**config.mk**
```make
export PLATFORM = sky130hd
export DESIGN_NAME = adc_conv_seq
export DESIGN_NICKNAME = d
export VERILOG_FILES = /design/src/core/adc_seq_pkg.sv /design/src/core/adc_conv_seq.sv
export SDC_FILE = /design/constraint.sdc
export NUM_CORES = 1
export LEC_CHECK = 0
export BUFFER_PORTS_ARGS = -buffer_cell sky130_fd_sc_hd__buf_2
export CORE_MARGIN = 1.5
export CORE_UTILIZATION = 50
export DETAILED_ROUTE_END_ITERATION = 12
export PLACE_DENSITY = 0.74
export SETUP_SLACK_MARGIN = 0.5
export SYNTH_ARGS = -nofsm -noshare
export SYNTH_HDL_FRONTEND = slang
export SYNTH_SLANG_ARGS = --single-unit
export TNS_END_PERCENT = 5
```
**constraint.sdc**
```tcl
create_clock -name clk -period 5.7 [get_ports clk]
set_clock_uncertainty 0.2 [all_clocks]
set_input_delay 0.285 -clock clk [delete_from_list [all_inputs] [get_ports clk]]
set_output_delay 0.285 -clock clk [all_outputs]
set_load 0.02 [all_outputs]
```
**src/core/adc_seq_pkg.sv**
```systemverilog
// ==========================================================
// register map, field layout and sequencing constants
package adc_seq_pkg;

    // ==========================================================
    // register byte addresses
    localparam logic [7:0] CTRL_ADDR   = 8'h00;
    localparam logic [7:0] TIMING_ADDR = 8'h04;
    localparam logic [7:0] RESULT_ADDR = 8'h08;

    // ==========================================================
    // control register bit positions
    localparam int CTRL_BUSY_BIT  = 0;
    localparam int CTRL_SRC_LSB   = 1;
    localparam int CTRL_SRC_W     = 2;
    localparam int CTRL_TRACK_BIT = 3;
    localparam int CTRL_BURST_BIT = 4;
    localparam int CTRL_KEEP_BIT  = 5;
    localparam int CTRL_EIGHT_BIT = 6;
    localparam int CTRL_TWELV_BIT = 7;
    localparam int CTRL_HOLD_BIT  = 8;
    localparam int CTRL_DONE_BIT  = 9;

    // ==========================================================
    // timing register fields
    localparam int TIM_TRACK_LSB = 0;
    localparam int TIM_TRACK_W   = 6;
    localparam int TIM_PWR_LSB   = 8;
    localparam int TIM_PWR_W     = 6;
    localparam int TIM_DIV_LSB   = 16;
    localparam int TIM_DIV_W     = 4;
    localparam int TIM_RPT_LSB   = 20;
    localparam int TIM_RPT_W     = 3;

    // ==========================================================
    // reset values
    localparam logic [1:0] SRC_RESET   = 2'h0;
    localparam logic [5:0] TRACK_RESET = 6'h00;
    localparam logic [5:0] PWR_RESET   = 6'h00;
    localparam logic [3:0] DIV_RESET   = 4'h0;
    localparam logic [2:0] RPT_RESET   = 3'h0;

    // ==========================================================
    // trigger source codes
    localparam logic [1:0] SRC_SOFTWARE = 2'h0;
    localparam logic [1:0] SRC_INTERNAL = 2'h1;
    localparam logic [1:0] SRC_PIN      = 2'h2;

    // ==========================================================
    // timing in sar clocks and repeat count limits
    localparam logic [7:0] TRACK_MODE_CLKS = 8'h04;
    localparam logic [7:0] CONV_CLKS_TEN   = 8'h0a;
    localparam logic [7:0] CONV_CLKS_EIGHT = 8'h08;
    localparam logic [2:0] RPT_MAX_CODE    = 3'h5;
    localparam logic [2:0] RPT_MAX_SHIFT   = 3'h6;

    // ==========================================================
    // sequencer states
    typedef enum logic [1:0] {
        SEQ_IDLE    = 2'b00,
        SEQ_POWERUP = 2'b01,
        SEQ_TRACK   = 2'b10,
        SEQ_CONVERT = 2'b11
    } seq_state_e;

endpackage : adc_seq_pkg

```
**src/core/adc_conv_seq.sv**
```systemverilog
// Our own choices: the plain strobed port and the register offsets.
`timescale 1ns/10ps

module adc_conv_seq #(
    parameter int CODE_W = 10
) (
    input  wire logic        clk,
    input  wire logic        rst,
    input  wire logic [7:0]  addr,
    input  wire logic [31:0] wr_data,
    input  wire logic        wr_en,
    input  wire logic        rd_en,
    output logic      [31:0] rd_data,
    input  wire logic        internal_trigger,
    input  wire logic        ext_convert_start_pin,
    input  wire logic        hf_osc_tick,
    input  wire logic [9:0]  sample_code,
    output logic             adc_power,
    output logic             adc_track,
    output logic             adc_convert,
    output logic      [1:0]  ref_step,
    output logic             conversion_done_flag,
    output logic             conversion_busy_bit,
    output logic             window_eval,
    output logic      [7:0]  result_high_byte,
    output logic      [7:0]  result_low_byte
);

    // ==========================================================
    // elaboration check
    if (CODE_W != 10)
    begin : g_bad_width
        $error("adc_conv_seq: converter code width must be 10");
    end

    // ==========================================================
    // state
    typedef struct packed {
        adc_seq_pkg::seq_state_e state;
        logic [1:0]  src;
        logic        track_mode;
        logic        burst;
        logic        idle_keep;
        logic        eight;
        logic        twelve;
        logic        hold;
        logic        done;
        logic        busy;
        logic [5:0]  trk_time;
        logic [5:0]  pwr_time;
        logic [3:0]  div;
        logic [2:0]  rpt;
        logic [3:0]  div_cnt;
        logic        sar_tick;
        logic [7:0]  timer;
        logic [6:0]  count;
        logic [15:0] acc;
        logic [15:0] result;
        logic        powered;
        logic        pin_prev;
        logic        track;
        logic        convert;
        logic        power;
        logic [1:0]  ref_step;
        logic        window_eval;
        logic [31:0] rd_data;
    } seq_s;

    seq_s st_reg;
    seq_s st_next;

    logic        start;
    logic        conv_end;
    logic        last_conv;
    logic        twelve_on;
    logic [6:0]  target;
    logic [2:0]  rpt_shift;
    logic [7:0]  conv_len;
    logic [7:0]  first_len;
    logic [7:0]  next_len;
    logic [15:0] sum;
    logic [9:0]  code;

    // ==========================================================
    // derived terms
    always_comb
    begin
        unique case (st_reg.src)
            adc_seq_pkg::SRC_SOFTWARE: start = wr_en && addr == adc_seq_pkg::CTRL_ADDR
                                               && wr_data[adc_seq_pkg::CTRL_BUSY_BIT];
            adc_seq_pkg::SRC_INTERNAL: start = internal_trigger;
            adc_seq_pkg::SRC_PIN:      start = ext_convert_start_pin && !st_reg.pin_prev;
            default:                   start = 1'b0;
        endcase
        if (st_reg.rpt == 3'h0)
            rpt_shift = 3'h0;
        else if (st_reg.rpt >= adc_seq_pkg::RPT_MAX_CODE)
            rpt_shift = adc_seq_pkg::RPT_MAX_SHIFT;
        else
            rpt_shift = st_reg.rpt + 3'h1;
        target    = 7'h01 << rpt_shift;
        twelve_on = st_reg.twelve && st_reg.burst && st_reg.rpt != 3'h0;
        conv_len  = st_reg.eight ? adc_seq_pkg::CONV_CLKS_EIGHT
                                 : adc_seq_pkg::CONV_CLKS_TEN;
        // pin trigger outside burst has already tracked while the pin was low
        if (st_reg.track_mode && (st_reg.burst || st_reg.src != adc_seq_pkg::SRC_PIN))
            first_len = adc_seq_pkg::TRACK_MODE_CLKS;
        else
            first_len = 8'h00;
        if (twelve_on && st_reg.hold && st_reg.count[1:0] != 2'h3)
            next_len = 8'h00;
        else
            next_len = {2'h0, st_reg.trk_time}
                     + (st_reg.track_mode ? adc_seq_pkg::TRACK_MODE_CLKS : 8'h00);
        conv_end  = st_reg.state == adc_seq_pkg::SEQ_CONVERT && st_reg.sar_tick
                    && st_reg.timer == 8'h00;
        last_conv = st_reg.count + 7'h01 == target;
        code      = st_reg.eight ? {sample_code[9:2], 2'b00} : sample_code;
        sum       = (st_reg.count == 7'h00 ? 16'h0000 : st_reg.acc) + {6'h00, code};
    end

    // ==========================================================
    // next state
    always_comb
    begin
        logic       launch;
        logic [7:0] launch_len;
        launch         = 1'b0;
        launch_len     = 8'h00;
        st_next        = st_reg;
        st_next.sar_tick    = 1'b0;
        st_next.window_eval = 1'b0;
        st_next.rd_data     = 32'h0000_0000;
        st_next.pin_prev    = ext_convert_start_pin;

        // sar clock enable from the selected source
        if (st_reg.burst ? hf_osc_tick : 1'b1)
        begin
            if (st_reg.div_cnt >= st_reg.div)
            begin
                st_next.div_cnt  = 4'h0;
                st_next.sar_tick = 1'b1;
            end
            else
                st_next.div_cnt = st_reg.div_cnt + 4'h1;
        end

        // register writes
        if (wr_en && addr == adc_seq_pkg::CTRL_ADDR)
        begin
            st_next.src        = wr_data[adc_seq_pkg::CTRL_SRC_LSB +: adc_seq_pkg::CTRL_SRC_W];
            st_next.track_mode = wr_data[adc_seq_pkg::CTRL_TRACK_BIT];
            st_next.burst      = wr_data[adc_seq_pkg::CTRL_BURST_BIT];
            st_next.idle_keep  = wr_data[adc_seq_pkg::CTRL_KEEP_BIT];
            st_next.eight      = wr_data[adc_seq_pkg::CTRL_EIGHT_BIT];
            st_next.twelve     = wr_data[adc_seq_pkg::CTRL_TWELV_BIT];
            st_next.hold       = wr_data[adc_seq_pkg::CTRL_HOLD_BIT];
            if (wr_data[adc_seq_pkg::CTRL_DONE_BIT])
                st_next.done = 1'b0;
        end
        if (wr_en && addr == adc_seq_pkg::TIMING_ADDR)
        begin
            st_next.trk_time = wr_data[adc_seq_pkg::TIM_TRACK_LSB +: adc_seq_pkg::TIM_TRACK_W];
            st_next.pwr_time = wr_data[adc_seq_pkg::TIM_PWR_LSB +: adc_seq_pkg::TIM_PWR_W];
            st_next.div      = wr_data[adc_seq_pkg::TIM_DIV_LSB +: adc_seq_pkg::TIM_DIV_W];
            st_next.rpt      = wr_data[adc_seq_pkg::TIM_RPT_LSB +: adc_seq_pkg::TIM_RPT_W];
        end
        if (!st_reg.burst)
            st_next.powered = 1'b1;

        // sequencer; starts outside idle fall through, which drops them
        unique case (st_reg.state)
            adc_seq_pkg::SEQ_IDLE:
            begin
                if (start)
                begin
                    st_next.busy = 1'b1;
                    if (st_reg.burst && !st_reg.powered)
                    begin
                        st_next.state = adc_seq_pkg::SEQ_POWERUP;
                        st_next.timer = (st_reg.pwr_time == 6'h00) ? 8'h00
                                      : {2'h0, st_reg.pwr_time - 6'h01};
                    end
                    else
                    begin
                        launch     = 1'b1;
                        launch_len = first_len;
                    end
                end
            end
            adc_seq_pkg::SEQ_POWERUP:
            begin
                if (st_reg.sar_tick)
                begin
                    if (st_reg.timer == 8'h00)
                    begin
                        st_next.powered = 1'b1;
                        launch          = 1'b1;
                        launch_len      = first_len;
                    end
                    else
                        st_next.timer = st_reg.timer - 8'h01;
                end
            end
            adc_seq_pkg::SEQ_TRACK:
            begin
                if (st_reg.sar_tick)
                begin
                    if (st_reg.timer == 8'h00)
                    begin
                        st_next.state = adc_seq_pkg::SEQ_CONVERT;
                        st_next.timer = conv_len - 8'h01;
                    end
                    else
                        st_next.timer = st_reg.timer - 8'h01;
                end
            end
            adc_seq_pkg::SEQ_CONVERT:
            begin
                if (st_reg.sar_tick && st_reg.timer != 8'h00)
                    st_next.timer = st_reg.timer - 8'h01;
                if (conv_end)
                begin
                    st_next.acc = sum;
                    if (last_conv)
                    begin
                        st_next.count       = 7'h00;
                        st_next.state       = adc_seq_pkg::SEQ_IDLE;
                        st_next.busy        = 1'b0;
                        st_next.done        = 1'b1;
                        st_next.window_eval = 1'b1;
                        st_next.result      = st_reg.eight ? {sum[9:2], 8'h00} : sum;
                        if (st_reg.burst && !st_reg.idle_keep)
                            st_next.powered = 1'b0;
                    end
                    else
                    begin
                        st_next.count = st_reg.count + 7'h01;
                        if (st_reg.burst)
                        begin
                            launch     = 1'b1;
                            launch_len = next_len;
                        end
                        else
                        begin
                            st_next.state = adc_seq_pkg::SEQ_IDLE;
                            st_next.busy  = 1'b0;
                        end
                    end
                end
            end
        endcase

        if (launch)
        begin
            if (launch_len == 8'h00)
            begin
                st_next.state = adc_seq_pkg::SEQ_CONVERT;
                st_next.timer = conv_len - 8'h01;
            end
            else
            begin
                st_next.state = adc_seq_pkg::SEQ_TRACK;
                st_next.timer = launch_len - 8'h01;
            end
        end

        // analog controls
        st_next.convert  = st_next.state == adc_seq_pkg::SEQ_CONVERT;
        st_next.track    = st_next.state == adc_seq_pkg::SEQ_TRACK
                           || (st_next.state == adc_seq_pkg::SEQ_IDLE && !st_reg.burst
                               && (!st_reg.track_mode
                                   || (st_reg.src == adc_seq_pkg::SRC_PIN
                                       && !ext_convert_start_pin)));
        st_next.power    = st_next.powered || st_next.state != adc_seq_pkg::SEQ_IDLE;
        st_next.ref_step = twelve_on ? st_next.count[1:0] : 2'h0;
        // done set wins over a clear in the same cycle
        if (conv_end && last_conv)
            st_next.done = 1'b1;

        // register reads, answer in the following cycle only
        if (rd_en)
        begin
            unique case (addr)
                adc_seq_pkg::CTRL_ADDR:
                    st_next.rd_data = {22'h000000, st_reg.done, st_reg.hold, st_reg.twelve,
                                       st_reg.eight, st_reg.idle_keep, st_reg.burst,
                                       st_reg.track_mode, st_reg.src, st_reg.busy};
                adc_seq_pkg::TIMING_ADDR:
                    st_next.rd_data = {9'h000, st_reg.rpt, st_reg.div, 2'h0, st_reg.pwr_time,
                                       2'h0, st_reg.trk_time};
                adc_seq_pkg::RESULT_ADDR:
                    st_next.rd_data = {16'h0000, st_reg.result};
                default:
                    st_next.rd_data = 32'h0000_0000;
            endcase
        end
    end

    // ==========================================================
    // registers
    always_ff @(posedge clk or posedge rst)
    begin
        if (rst)
        begin
            st_reg          <= '0;
            st_reg.state    <= adc_seq_pkg::SEQ_IDLE;
            st_reg.src      <= adc_seq_pkg::SRC_RESET;
            st_reg.trk_time <= adc_seq_pkg::TRACK_RESET;
            st_reg.pwr_time <= adc_seq_pkg::PWR_RESET;
            st_reg.div      <= adc_seq_pkg::DIV_RESET;
            st_reg.rpt      <= adc_seq_pkg::RPT_RESET;
        end
        else
        begin
            st_reg <= st_next;
        end
    end

    assign rd_data              = st_reg.rd_data;
    assign adc_power            = st_reg.power;
    assign adc_track            = st_reg.track;
    assign adc_convert          = st_reg.convert;
    assign ref_step             = st_reg.ref_step;
    assign conversion_done_flag = st_reg.done;
    assign conversion_busy_bit  = st_reg.busy;
    assign window_eval          = st_reg.window_eval;
    assign result_high_byte     = st_reg.result[15:8];
    assign result_low_byte      = st_reg.result[7:0];

    // ==========================================================
    // checks
    a_sw_start_busy: assert property (@(posedge clk) disable iff (rst)
        st_reg.state == adc_seq_pkg::SEQ_IDLE && st_reg.src == adc_seq_pkg::SRC_SOFTWARE
        && wr_en && addr == adc_seq_pkg::CTRL_ADDR && wr_data[0]
        |=> st_reg.busy && st_reg.state != adc_seq_pkg::SEQ_IDLE)
        else $error("software start did not begin a conversion");
    a_internal_start: assert property (@(posedge clk) disable iff (rst)
        st_reg.state == adc_seq_pkg::SEQ_IDLE && st_reg.src == adc_seq_pkg::SRC_INTERNAL
        && internal_trigger |=> st_reg.busy)
        else $error("internal event did not begin a conversion");
    a_pin_edge_start: assert property (@(posedge clk) disable iff (rst)
        st_reg.state == adc_seq_pkg::SEQ_IDLE && st_reg.src == adc_seq_pkg::SRC_PIN
        && $rose(ext_convert_start_pin) |=> st_reg.busy)
        else $error("pin rising edge did not begin a conversion");
    a_other_ignored: assert property (@(posedge clk) disable iff (rst)
        st_reg.state == adc_seq_pkg::SEQ_IDLE && st_reg.src != adc_seq_pkg::SRC_INTERNAL
        && internal_trigger && !start |=> !st_reg.busy)
        else $error("unselected trigger started a conversion");
    a_busy_clears: assert property (@(posedge clk) disable iff (rst)
        conv_end && (last_conv || !st_reg.burst) |=> !st_reg.busy
        && st_reg.state == adc_seq_pkg::SEQ_IDLE)
        else $error("busy not cleared at conversion end");
    a_done_at_count: assert property (@(posedge clk) disable iff (rst)
        $rose(st_reg.done) |-> $past(conv_end) && $past(last_conv) && st_reg.window_eval)
        else $error("done flag set before repeat count reached");
    a_result_held: assert property (@(posedge clk) disable iff (rst)
        conv_end && !last_conv |=> $stable(st_reg.result) && !st_reg.window_eval)
        else $error("result changed before last conversion");
    a_track_four: assert property (@(posedge clk) disable iff (rst)
        st_reg.state == adc_seq_pkg::SEQ_IDLE && st_reg.track_mode && !st_reg.burst
        && st_reg.src != adc_seq_pkg::SRC_PIN && start
        |=> st_reg.state == adc_seq_pkg::SEQ_TRACK && st_reg.timer == 8'h03)
        else $error("track mode did not insert four sar clocks");
    a_powerup_ignore: assert property (@(posedge clk) disable iff (rst)
        st_reg.state == adc_seq_pkg::SEQ_POWERUP && start |=> st_reg.busy
        && (st_reg.state != adc_seq_pkg::SEQ_POWERUP || st_reg.timer <= $past(st_reg.timer)))
        else $error("start during burst disturbed the sequence");
    a_eight_low_zero: assert property (@(posedge clk) disable iff (rst)
        conv_end && last_conv && st_reg.eight |=> result_low_byte == 8'h00)
        else $error("eight bit mode low byte not zero");

endmodule : adc_conv_seq

```
After elaboration in Yosys (flattened, before gate mapping)
Index checks and enable logic that the tools add are counted.

Register bits after elaboration: 123. Bits in latches: 0. Bits in writable memories: 0. Memory bits (read-only): 0. Input port bits: 57. Output and inout bits: 56. Memories kept: 0.

Add/subtract/negate cells: 9. Multipliers: 0. Div/mod/pow operators: 0. Order comparisons: 2. Equality and inequality tests: 21. Shifts and indexed selects: 1. Muxes and demuxes: 76. Bitwise operators: 0. Reductions and logical operators: 45.

Operators with widths (count): 2-to-1 mux 8 bit (15); one-hot mux 23 bit (3 select lines) (1); 2-to-1 mux 35 bit (1); 2-to-1 mux 34 bit (1); 2-to-1 mux 16 bit (2); one-hot mux 8 bit (4 select lines) (1); 2-to-1 mux 1 bit (26); zero test 8 bit (3); 2-to-1 mux 2 bit (12); one-hot mux 8 bit (3 select lines) (1); 2-to-1 mux 23 bit (1); 2-to-1 mux 7 bit (3); logical AND 1 bit (18); != test 3 bit, second input constant (6); 2-to-1 mux 17 bit (1); adder 16 x 10 -> 16 bit (1); subtractor 8 x 1 -> 8 bit, second input constant (2); 2-to-1 mux 3 bit (4); == test 2 bit, second input constant (5); == test 8 x 3 -> 1 bit, second input constant (1); == test 8 x 4 -> 1 bit, second input constant (1); != test 2 bit, second input constant (4); nonzero test 8 bit (1); adder 6 x 3 -> 7 bit (1); other kinds (28) (42).

Longest topological paths before layout
Word-level depth: 16. Depth in mapped cells: 16. Depth with buffers taken out: 15.

Least setup slack after synthesis
OpenSTA, ideal clock, no wires.

Path kind: register -> register. Start point: register st_reg[72] (netlist bit). End point: register st_reg[83] (netlist bit). Library setup time: 0.066 ns. Arrival time: 3.377 ns. Data required time: 5.434 ns. Setup slack: 2.056 ns. Stages on the path, launching flop included: 15. Buffers on the path: 1. Clock period less this slack: 3.644 ns. Cells stage by stage: dfrtp_1 ha_1 and3_1 buf_4 xnor2_2 a2111oi_4 a22oi_1 a2111oi_4 nor3_1 nand2_1 ha_1 nand2_1 o21a_1 a2111oi_0 a221o_1.

Longest elaborated chain between the ends: 10. Elaborated cells on any way between the ends: 23. Classes of those cells: 2 x add/sub; 8 x eq/ne; 10 x mux; 3 x reduce/logical.

RTL lines: from (decl) (line adc_conv_seq.sv:69) `seq_s st_reg;`; from (signal assigned) (line adc_conv_seq.sv:316) `st_reg <= st_next;`; branches (longest 10 deep; another with subtractor 8 x 1 -> 8 bit).

Several ways; the timed one is not identified. A chain may end at the register's enable or synchronous reset.

Worst setup path after layout
Start point: register st_reg[92] (netlist bit). End point: register st_reg[83] (netlist bit).

Longest elaborated chain between the ends: 12. Elaborated cells on any way between the ends: 30. Classes of those cells: 2 x add/sub; 1 x order compare; 7 x eq/ne; 1 x shift; 12 x mux; 7 x reduce/logical.

RTL lines: branches (longest 12 deep; another with subtractor 8 x 1 -> 8 bit).

Several ways; the timed one is not identified.

==> impl_metrics.tcl <==
set metrics [dict create \
    cp.buffers_inverters 2 \
    maxCapViolations 0 \
    place_hpwl_um 11800 \
    area_delta_synth_final_pct 15.8 \
    grt_max_degree 72 \
    fmax_mhz 213 \
    die_w_um 121 \
    worst_pin_slew_ns 1.11 \
    drt_pass1_iterations 5 \
    critPathSlowestCell "a2111oi_0" \
    finalHoldViolCount 0 \
    min_from "addr[3]" \
    ctsHoldBuffers 24 \
    ys_seq_area_share_pct 41.3 \
    clockPowerShare_pct 44.2 \
    hold_class "primary input to flop" \
    core_area_um2 13300 \
    vdd_drop_max_mv 0.199 \
    grt-ovfl-total 0 \
    synth_edf_count 0 \
    synthArstFlopShare_pct 100 \
    dieHeight_um 121 \
    cts_setup_buffers 0 \
    setup_violations 0 \
    fin_nets 904 \
    syn_avg_cell_area_um2 9.18 \
    drive_gt1_share_pct 20.4 \
    cp-end-kind "flop" \
    drc_errors 0 \
    synthCells 753 \
    synth-seq-cells 114 \
    largest_register_ffs 67 \
    start_kind "flop" \
    startpoint "st_reg[92]" \
    finalCritPeriodShare_pct 82.3 \
    cts_sinks 114 \
    slew_violations 0 \
    numCtsBuffers 17 \
    r2r_start "st_reg[92]" \
    die-area_um2 14500 \
    dp.cells 953 \
    drt-initial-drc-count 457 \
    routabilityCongestion 0.877 \
    cts_resized 0 \
    drt-total-wl_um 16700 \
    ys_warn_count 0 \
    clkTransAtPathRegs_ns 0.06 \
    start_util_pct 51.8 \
    antenna_cells 0 \
    layout.cells.non_filler 1009 \
    ant_nets 0 \
    pre_cts_ws_ns 1.19 \
    synth.distinct_cells 67 \
    synth_ff_type "dfrtp_1" \
    io_pins 113 \
    slowest_delay_ns 0.72 \
    vias 5599 \
    p_int_w 0.00173 \
    netSwitchingPower_w 0.000706 \
    netSwitchingFraction_pct 29.0 \
    antenna_found_initial 0 \
    clk_latency_ns 0.41 \
    grt_pass1_wl_um 27300 \
    tns_ns 0 \
    cts.htree.levels 4 \
    pwr_density_cell_nw_per_um2 304 \
    slew_headroom_pct 25.6 \
    cts_buffer_depth 2 \
    num-fill-cells 1155 \
    finalCriticalPeriod_ns 4.69 \
    grtUsageTotal_pct 24.1 \
    post_drt_wl_per_cell_um 16.6 \
    cts-root-buf "clkbuf_16" \
    p_leak_nw 3.81 \
    p_seq_share_pct 38.7 \
    crit_chain "inv_1 -> ha_1 -> o31ai_2 -> a2111oi_4 -> a22oi_1 -> a2111oi_4 -> buf_4 -> nor3_1 -> nand2_1 -> ha_1 -> o41ai_1 -> o21ai_1 -> a2111oi_0 -> a221o_1" \
    rows 42 \
    fin_ws_ns 1.01 \
    cp.required_ns 5.85 \
    outcome "finished, final reports clean" \
    portBuffers 92 \
    syn_area_um2 6910 \
    cp_max_fo 17 \
    grt_pass1_vias 5463 \
    combPwrFrac_pct 17.1 \
    critical-path-top-delay-family "compound AO/OA/AOI/OAI gates" \
    tritoncts "done" \
    path_class "flop to flop" \
    via_per_inst 5.55 \
    crit_arrival_ns 4.84 \
    rsz0062_at_grt "false" \
]
-- power groups by stage --
stage	clock network [W]	logic (W)	registers, W
floorplan	0	0.000336	0.000926
CTS	0.00109	0.000416	0.000941
global placement	0	0.000388	0.000953
global route	0.00113	0.000466	0.000951
detailed placement	0	0.000397	0.000955
finish	0.00108	0.000416	0.000943
-- worst paths after layout --
| path | endpoint | slack (ns) | cells past startpoint |
|---|---|---|---|
| max | st_reg[83] | 1.01 | 14 |
| max reg2reg | st_reg[83] | 1.01 | 14 |
| min in group asynchronous | st_reg[73] | 0.41 | 3 |
| min reg2reg | st_reg[57] | 0.27 | 2 |
| max in group asynchronous | st_reg[103] | 3.82 | 4 |
| min | rd_data[14] | 0.09 | 2 |
-- cell type report --
cell class | count | area, um^2 | area share [%]
Clock inverter | 13 | 150 | 1.88
Timing Repair Buffer | 123 | 753 | 9.42
Inverter | 31 | 119 | 1.49
Tap cell | 176 | 220 | 2.75
Multi-Input combinational cell | 533 | 3450 | 43.1
Sequential cell | 114 | 2850 | 35.7
Clock buffer | 19 | 453 | 5.66
-- per-layer routing --
metal | GRT usage, % | vias up | part of all wire, %
li1 | - | 2719 | -
met1 | 31.4 | 2703 | 44
met2 | 39.2 | 158 | 50
met3 | 5.47 | 19 | 4.7
met4 | 8.97 | 0 | 2.0
met5 | 0 | - | 0
-- worst reg2reg max path, cell delays in order (launching register included) --
cell and delay [ns]:
dfrtp_1 0.46, inv_1 0.14, ha_1 0.37, o31ai_2 0.44, a2111oi_4 0.14, a22oi_1 0.32
a2111oi_4 0.09, buf_4 0.21, nor3_1 0.53, nand2_1 0.20, ha_1 0.25, o41ai_1 0.11
o21ai_1 0.25, a2111oi_0 0.72, a221o_1 0.21
-- layout by cell type (no fill, tap or decap), types with 7 or more instances in the layout --
cell	synthesis	routed
buf_4	52	7
o22ai_1	7	7
and2_1	14	14
mux2i_1	12	12
xnor2_1	15	15
a21oi_1	35	35
and3_1	13	13
nand2b_1	8	8
clkbuf_16	0	17
buf_2	10	92
nand3_1	20	20
nor2b_1	13	13
inv_1	31	30
xor2_1	15	15
conb_1	1	9
o21ai_0	42	42
nor3_1	17	17
o31ai_1	15	15
ha_1	26	26
nand2_1	83	83
dlygate4sd3_1	0	24
dfrtp_1	114	114
mux2_2	28	28
nor2_1	71	71
-- Yosys cell counts, types with 3 or more instances --
cell	count	share of area (%)
o22ai_1	7	0.63
nor4_1	5	0.45
clkbuf_1	20	1.1
mux2_2	28	4.6
o21ai_0	42	3.0
o21a_1	5	0.54
xnor2_1	15	1.9
buf_2	10	0.72
a221oi_1	4	0.51
a22oi_1	5	0.54
buf_4	52	5.7
inv_1	31	1.7
a21o_1	4	0.43
nand3b_1	3	0.33
o211ai_1	4	0.43
and3_1	13	1.2
or3_1	5	0.45
nor2b_1	13	1.2
a221o_1	5	0.72
a211oi_1	3	0.33
nand2_1	83	4.5
nor3_1	17	1.2
mux2i_1	12	1.7
nand3_1	20	1.4
ha_1	26	4.7
and2_1	14	1.3
o31ai_1	15	1.6
dfrtp_1	114	41
xor2_1	15	1.9
a22o_1	3	0.38
a21oi_1	35	2.5
nand2b_1	8	0.72
a31oi_1	3	0.27
nor2_1	71	3.9
-- through the flow --
step	hold slack (ns)	util [%]	instance area, um^2	power [W]
3_3_place_gp	0.218	53.6	7160	0.00134
6_report	0.0950	59.9	8000	0.00244
5_1_grt	0.0956	59.9	8000	0.00255
2_1_floorplan	0.116	-	6940	0.00126
4_1_cts	0.0683	59.9	8000	0.00245
3_5_place_dp	0.224	53.6	7160	0.00135
-- kinds of logic after synthesis --
family	count (synthesis)	share of synthesized area, %
fa+ha+maj	27	5.00
xor+xnor	31	4.04
compound gates	161	16.0
mux	40	6.30
simple gates	265	18.1
other cells	1	0.0543
flops	114	41.3
buf+inv	114	9.20
Power figures use the tool's default switching activity.
